===== config.mk =====
export PLATFORM = sky130hd
export DESIGN_NAME = can_if_command_mask_low
export DESIGN_NICKNAME = d
export VERILOG_FILES = /design/src/cmask_pkg.sv /design/src/can_if_command_mask_low.sv
export SDC_FILE = /design/constraint.sdc
export NUM_CORES = 2
export LEC_CHECK = 0
export BUFFER_PORTS_ARGS = -buffer_cell sky130_fd_sc_hd__buf_2
export CORE_MARGIN = 3
export CORE_UTILIZATION = 50
export CTS_CLUSTER_SIZE = 28
export DETAILED_ROUTE_END_ITERATION = 8
export HOLD_SLACK_MARGIN = 0.02
export PLACE_DENSITY = 0.76
export RECOVER_POWER = 50
export SYNTH_ARGS = -nofsm -noshare
export SYNTH_HDL_FRONTEND = slang
export SYNTH_SLANG_ARGS = --single-unit
export TNS_END_PERCENT = 50

===== constraint.sdc =====
create_clock -name clk_sys_i -period 6.2 [get_ports clk_sys_i]
set_input_delay 0.62 -clock clk_sys_i [delete_from_list [all_inputs] [get_ports clk_sys_i]]
set_output_delay 0.62 -clock clk_sys_i [all_outputs]
set_load 0.05 [all_outputs]

===== src/cmask_pkg.sv =====
// Purpose: constants and carriers for the command transfer mask block
// Assumes: 32-bit register port, one word per register
// Notes:   offsets other than those of the mask register are local choices
package cmask_pkg;
  localparam int          ADDR_W        = 8;
  localparam int          NUM_OBJ       = 32;
  localparam int          OBJ_W         = 5;
  localparam logic [7:0]  OFF_CMASK     = 8'h24;
  localparam logic [7:0]  OFF_MESSAGE_OBJECT_NUMBER      = 8'h20;
  localparam logic [7:0]  OFF_MCTL      = 8'h38;
  localparam logic [7:0]  OFF_DA1       = 8'h3C;
  localparam logic [7:0]  OFF_DA2       = 8'h40;
  localparam logic [7:0]  OFF_DB1       = 8'h44;
  localparam logic [7:0]  OFF_DB2       = 8'h48;
  localparam logic [7:0]  OFF_IRQ_STAT  = 8'h50;
  localparam logic [7:0]  OFF_IRQ_MASK  = 8'h54;
  localparam int          BIT_DATA_HI   = 0;
  localparam int          BIT_DATA_LO   = 1;
  localparam int          BIT_NEWSEND   = 2;
  localparam int          BIT_CLRPEND   = 3;
  localparam int          BIT_WRITE_DIR = 7;
  localparam int          MCTL_TXRQ     = 8;
  localparam int          MCTL_PEND     = 13;
  localparam int          MCTL_NEWD     = 15;
  localparam logic [7:0]  CMASK_RST     = 8'h00;
  localparam logic [5:0]  MESSAGE_OBJECT_NUMBER_RST      = 6'h01;
  localparam logic [31:0] ZERO_WORD     = 32'h0000_0000;
  localparam logic [1:0]  IRQ_RST       = 2'h0;
  localparam int          IRQ_DONE      = 0;
  localparam int          IRQ_TX        = 1;

  typedef struct packed {
    logic        write_dir;
    logic        clear_pending_select;
    logic        new_data_or_send_select;
    logic        data_low_select;
    logic        data_high_select;
  } cmask_s;

  typedef struct packed {
    logic        interrupt_pending_flag;
    logic        new_data_flag;
    logic        transmit_request_flag;
    logic [31:0] data_low;
    logic [31:0] data_high;
  } msg_obj_s;
endpackage


===== src/can_if_command_mask_low.sv =====
// Purpose: interface-to-message-object transfer steered by the command mask
// Assumes: one clock; register strobes are one cycle; read data next cycle
// Notes:   transfer runs in the cycle after a message number write
`timescale 1ns/10ps
// What this block does
// - Write: clear-pending 1 clears object pending
// - Read, clear-pending 0: copy pending flag
// - Read, clear-pending 1: clear, report old
// - Write: send select requests transmission
// - Read, send select 0: copy new-data
// - Read, send select 1: clear, report old
// - Data-low select moves bytes 0-3
// - Data-high select moves bytes 4-7
// - Software sets direction and sources
// - Message number picks object 1..32
module can_if_command_mask_low (
  input  wire logic                      clk_sys_i, // 50 MHz system clock
  input  wire logic                      rstn_i,    // Async reset, active low
  input  wire logic [cmask_pkg::ADDR_W-1:0] addr_i, // Register byte address
  input  wire logic [31:0]               wdata_i,   // Write data
  input  wire logic                      wr_i,      // Write strobe
  input  wire logic                      rd_i,      // Read strobe
  output logic      [31:0]               rdata_o,   // Read data, next cycle
  output logic                           irq_o      // Level interrupt
);
  cmask_pkg::cmask_s   cmask, next_cmask;
  logic [5:0]          message_object_number, next_message_object_number;
  logic                go, next_go;
  logic [31:0]         mctl, next_mctl;
  logic [31:0]         da, next_da, db, next_db;
  logic [1:0]          irq_stat, next_irq_stat, irq_mask, next_irq_mask;
  logic [31:0]         next_rdata;
  logic                next_irq;
  cmask_pkg::msg_obj_s obj [cmask_pkg::NUM_OBJ];
  cmask_pkg::msg_obj_s obj_cur, obj_new;
  logic [cmask_pkg::OBJ_W-1:0] idx;
  logic [1:0]          ev;
  localparam logic [1:0] IRQ_CLEAR = cmask_pkg::IRQ_RST;

  // 0 and values above 32 fold back into 1..32 by taking the low bits
  assign idx     = cmask_pkg::OBJ_W'(message_object_number - 6'h01);
  assign obj_cur = obj[idx];

  always_comb begin
    obj_new = obj_cur;
    next_mctl = mctl;
    next_da = da;
    next_db = db;
    ev = 2'h0;
    if (go) begin
      ev[cmask_pkg::IRQ_DONE] = 1'b1;
      if (cmask.write_dir) begin
        if (cmask.clear_pending_select)
          obj_new.interrupt_pending_flag = 1'b0;
        // Send select sets the object's transmit request; the control register's request bit is not copied
        if (cmask.new_data_or_send_select)
          obj_new.transmit_request_flag = 1'b1;
        ev[cmask_pkg::IRQ_TX] = cmask.new_data_or_send_select;
        // Direction as printed: write direction moves object to registers
        if (cmask.data_low_select)
          next_da = obj_cur.data_low;
        if (cmask.data_high_select)
          next_db = obj_cur.data_high;
      end else begin
        next_mctl[cmask_pkg::MCTL_PEND] = obj_cur.interrupt_pending_flag;
        if (cmask.clear_pending_select)
          obj_new.interrupt_pending_flag = 1'b0;
        next_mctl[cmask_pkg::MCTL_NEWD] = obj_cur.new_data_flag;
        if (cmask.new_data_or_send_select)
          obj_new.new_data_flag = 1'b0;
        if (cmask.data_low_select)
          obj_new.data_low = da;
        if (cmask.data_high_select)
          obj_new.data_high = db;
      end
    end
    if (wr_i && addr_i == cmask_pkg::OFF_MCTL)
      next_mctl = wdata_i;
    if (wr_i && addr_i == cmask_pkg::OFF_DA1)
      next_da[15:0] = wdata_i[15:0];
    if (wr_i && addr_i == cmask_pkg::OFF_DA2)
      next_da[31:16] = wdata_i[15:0];
    if (wr_i && addr_i == cmask_pkg::OFF_DB1)
      next_db[15:0] = wdata_i[15:0];
    if (wr_i && addr_i == cmask_pkg::OFF_DB2)
      next_db[31:16] = wdata_i[15:0];
  end

  always_comb begin
    next_cmask = cmask;
    next_message_object_number = message_object_number;
    next_go = 1'b0;
    next_irq_mask = irq_mask;
    next_irq_stat = irq_stat;
    next_rdata = cmask_pkg::ZERO_WORD;
    if (wr_i) begin
      case (addr_i)
        cmask_pkg::OFF_CMASK: begin
          next_cmask.write_dir               = wdata_i[cmask_pkg::BIT_WRITE_DIR];
          next_cmask.clear_pending_select    = wdata_i[cmask_pkg::BIT_CLRPEND];
          next_cmask.new_data_or_send_select = wdata_i[cmask_pkg::BIT_NEWSEND];
          next_cmask.data_low_select         = wdata_i[cmask_pkg::BIT_DATA_LO];
          next_cmask.data_high_select        = wdata_i[cmask_pkg::BIT_DATA_HI];
        end
        cmask_pkg::OFF_MESSAGE_OBJECT_NUMBER: begin
          next_message_object_number = wdata_i[5:0];
          next_go   = 1'b1;
        end
        cmask_pkg::OFF_IRQ_MASK: next_irq_mask = wdata_i[1:0];
        default: ;
      endcase
    end
    if (rd_i) begin
      case (addr_i)
        cmask_pkg::OFF_CMASK: begin
          next_rdata[cmask_pkg::BIT_WRITE_DIR] = cmask.write_dir;
          next_rdata[cmask_pkg::BIT_CLRPEND]   = cmask.clear_pending_select;
          next_rdata[cmask_pkg::BIT_NEWSEND]   = cmask.new_data_or_send_select;
          next_rdata[cmask_pkg::BIT_DATA_LO]   = cmask.data_low_select;
          next_rdata[cmask_pkg::BIT_DATA_HI]   = cmask.data_high_select;
        end
        cmask_pkg::OFF_MESSAGE_OBJECT_NUMBER:     next_rdata[5:0]  = message_object_number;
        cmask_pkg::OFF_MCTL:     next_rdata       = mctl;
        cmask_pkg::OFF_DA1:      next_rdata[15:0] = da[15:0];
        cmask_pkg::OFF_DA2:      next_rdata[15:0] = da[31:16];
        cmask_pkg::OFF_DB1:      next_rdata[15:0] = db[15:0];
        cmask_pkg::OFF_DB2:      next_rdata[15:0] = db[31:16];
        cmask_pkg::OFF_IRQ_MASK: next_rdata[1:0]  = irq_mask;
        cmask_pkg::OFF_IRQ_STAT: begin
          next_rdata[1:0] = irq_stat;
          next_irq_stat   = IRQ_CLEAR;
        end
        default: ;
      endcase
    end
    // New events win over the read-clear
    next_irq_stat = next_irq_stat | ev;
    next_irq = |(next_irq_stat & next_irq_mask);
  end

  always_ff @(posedge clk_sys_i or negedge rstn_i) begin
    if (!rstn_i) begin
      cmask    <= '0;
      message_object_number     <= cmask_pkg::MESSAGE_OBJECT_NUMBER_RST;
      go       <= 1'b0;
      mctl     <= cmask_pkg::ZERO_WORD;
      da       <= cmask_pkg::ZERO_WORD;
      db       <= cmask_pkg::ZERO_WORD;
      irq_stat <= cmask_pkg::IRQ_RST;
      irq_mask <= cmask_pkg::IRQ_RST;
      rdata_o  <= cmask_pkg::ZERO_WORD;
      irq_o    <= 1'b0;
    end else begin
      cmask    <= next_cmask;
      message_object_number     <= next_message_object_number;
      go       <= next_go;
      mctl     <= next_mctl;
      da       <= next_da;
      db       <= next_db;
      irq_stat <= next_irq_stat;
      irq_mask <= next_irq_mask;
      rdata_o  <= next_rdata;
      irq_o    <= next_irq;
    end
  end

  // Flags start clear, so the first read-back copies known status
  for (genvar g = 0; g < cmask_pkg::NUM_OBJ; g++) begin : g_obj
    always_ff @(posedge clk_sys_i or negedge rstn_i) begin
      if (!rstn_i)
        obj[g] <= '0;
      else if (go && idx == cmask_pkg::OBJ_W'(g))
        obj[g] <= obj_new;
    end
  end
endmodule // can_if_command_mask_low


==> flow_summary.ini <==
[status]
status = complete, but fails checks
violations = capacitance limit, slew limit

[pwr]
ir_drop_uv = 267
p_sw_mw = 7.41
clkPwrFrac = 0.432
p_seq_frac = 0.495
comb_power_share = 0.073
total_power_mw = 30.2
internal_power_mw = 22.8
p_leak_nw = 49.2
switching_share = 0.245
p_per_area_nw_per_um2 = 275

[floorplan]
die_y_um = 453
dieArea_um2 = 205000
coreArea_um2 = 198000
fp-row-count = 163
initial_core_util = 0.504
die_w_um = 453
ios = 77

[synthesis]
synthArstFlopShare = 1.00
synth_compound_area_frac = 0.153
synth_cells = 9208
synth_adder_area_share = 0.000502
synth_cell_type_count = 59
synth_mux_area_frac = 0.135
ys_warn_count = 0
synth_edf_count = 0
yosys_register_bits = 2257
synth_top_family_by_area = compound AO/OA/AOI/OAI gates
synth_nets = 9256
yosysSeqAreaShare = 0.566
synth_area_um2 = 99700
synth-xor-area-share = 0.000176
ys.flop_type = dfrtp_1
synth-simple-area-share = 0.103
synth_area_per_cell_um2 = 10.8

[global_route]
grt_first_pass_wirelength_mm = 466
grt_usage = 0.298
overflow = 0
grt_pass1_vias = 76552
grt_max_degree = 186
antenna_found_initial = 21

[place]
dp_hpwl_mm = 170
port_buffers = 76
gp_congestion = 0.914
placed_cell_area_um2 = 103000

[timing]
setup_violations = 0
rsz0062_at_grt = false
slew_headroom = -1.86
whs_ps = 153
period_share = 0.835
setup_tns_ps = 0
layout_min_cycle_time_ps = 5180
worstMarginPinSlew_ps = 4300
finalMaxSlewViolations = 213
hold_viol = 0
max_freq_mhz = 193
final.setup_skew_ps = 36.0

[setup_path]
end_kind = flop
critPathKind = reg2reg
critPathSlowestCell = dfstp_4
crit_start = message_object_number[0]
arrival_ps = 5850
cp_max_fo = 47
rr_endpoint = obj[1332]
required_ps = 6870
reg2reg_depth = 8
reg2reg_slack_ps = 1020
r2r-start = message_object_number[0]
start_kind = flop
max_stage_delay_ps = 1230
crit_chain = inv_1 -> ha_4 -> nor3b_1 -> xnor2_2 -> nand3_1 -> nor2_4 -> buf_12 -> a21oi_1

[cts]
cts_tree = done
htreeDepth = 4
path_clk_slew_ps = 60
hold_buffers = 17
worstSkewPairLatency_ps = 860
root_buffer = clkbuf_16
cts_setup_buffers = 0
clock_sinks = 2257
clockBufferDepth = 3
numCtsBuffers = 215
post_cts_resized = 0

[drt]
num_vias = 77563
dr_wl_met3_mm = 38.4
drt_iter0_drc = 11122
wl_met1_mm = 112
wirelength_mm = 309
top_layer = met5
firstDrtPassIters = 9
drc = 0
vias_per_cell = 6.66
antenna_left = 0
wl_met2_mm = 140
wire_per_inst_um = 26.5

[finish]
fill_cells = 15923
multi_input_area_um2 = 39700
design_area_um2 = 110000
layout.nets = 8856
ff_latch_area_um2 = 56500
syn2layout_area_growth_pct = 10.1
drive_gt1_frac = 0.150

[hold_path]
hold_depth = 3
hold_path_end = da[6]
min-delay-start = wdata_i[6]
hold_class = in2reg

[run]
drv_cap = 4
==> power by group through the flow <==
stage          registers, mW  clock network [mW]  logic [mW]
3_5_place_dp            15.2                   0        2.15
5_1_grt                 14.9                13.7        2.34
3_3_place_gp            15.2                   0        2.12
2_1_floorplan           15.1                   0        1.27
6_report                15.0                13.1        2.21
4_1_cts                 14.9                13.1        2.17
==> per-layer routing <==
layer,global-route usage,vias up
met5,0,-
met4,0.166,2
met3,0.0821,1145
met2,0.449,5317
met1,0.393,38980
li1,-,32119
==> worst max-delay path: cells and delay by family (launching register included) <==
family          cells  cell delay, ps
compound gates      1             120
buf+inv             2             640
fa+ha+maj           1             300
simple gates        3            1790
xor+xnor            1             850
flops               1            1230
==> stage by stage <==
step	std cells	setup slack [ps]	util
after floorplan	9208	1560	-
after global placement	11214	1310	0.519
after detailed placement	11214	1140	0.519
after CTS	11612	1110	0.555
after global routing	11626	403	0.555
final	11642	1020	0.555
==> worst max path at each step <==
| stage | endpoint | slack [ps] | depth (start not counted) |
|---|---|---|---|
| global route | obj[179] | 400 | 4 |
| detailed placement | obj[1332] | 1140 | 8 |
| global placement | obj[1317] | 1310 | 8 |
| CTS | obj[1327] | 1110 | 8 |
| floorplan | obj[523] | 1560 | 18 |
| finish | obj[1332] | 1020 | 8 |
==> cells in the mapped netlist (all sizes together) (3+ instances only) <==
master | number | share of area
nand4 | 62 | 0.0039
nor2 | 2109 | 0.079
mux2 | 78 | 0.0088
nand3 | 16 | 0.00080
and4 | 5 | 0.00044
and2 | 4 | 0.00025
mux4 | 528 | 0.12
clkbuf | 585 | 0.022
a2111oi | 3 | 0.00026
nor2b | 5 | 0.00031
a22o | 58 | 0.0051
o21a | 5 | 0.00038
nand2 | 384 | 0.014
nand2b | 6 | 0.00038
and3 | 28 | 0.0018
o21ai | 321 | 0.016
ha | 4 | 0.00050
a221o | 48 | 0.0048
a21boi | 6 | 0.00045
or2 | 7 | 0.00044
a21o | 3 | 0.00023
inv | 24 | 0.00090
buf | 373 | 0.019
mux2i | 67 | 0.0067
a22oi | 54 | 0.0041
a221oi | 29 | 0.0032
dfrtp | 2256 | 0.57
a2bb2oi | 3 | 0.00026
a31oi | 817 | 0.051
nor3 | 8 | 0.00040
a222oi | 7 | 0.00070
o22ai | 19 | 0.0012
a21oi | 1257 | 0.063
a41oi | 10 | 0.00088
==> placed cells by master, fill, tap and decap left out, types with 89 or more instances in the layout <==
cell and count:
clkbuf_1 89, clkbuf_16 215, buf_4 164, nor2_1 2075
mux4_2 528, nand2_1 383, dfrtp_1 2256, a21oi_1 1246
o21ai_0 319, a31oi_1 817
==> cell families after synthesis <==
family                     Yosys count
DFF                               2257
xor gates and xnor gates             2
and+or+nand+nor                   2640
adders and majority gates            4
AOI/OAI and AO/OA                 2650
muxes                              673
buffers and inverters              982
==> layout make-up <==
class / instances / share of cell area
sequential: 2257 / 0.515
multi-input combinational: 5969 / 0.361
clock buffer: 317 / 0.0573
tap: 2640 / 0.0301
timing repair buffer: 341 / 0.0293
clock inverter: 64 / 0.00569
inverter: 24 / 0.000821
antenna: 30 / 0.000684
==> registers in the layout (all words and copies together), names as in the netlist <==
signal and count:
irq_o 1, message_object_number 6, mctl 32, irq_stat 2, obj 2112, go 1
irq_mask 2, da 32, db 32, cmask 5, rdata_o 32
No activity file was read; power rests on OpenSTA's default activity.
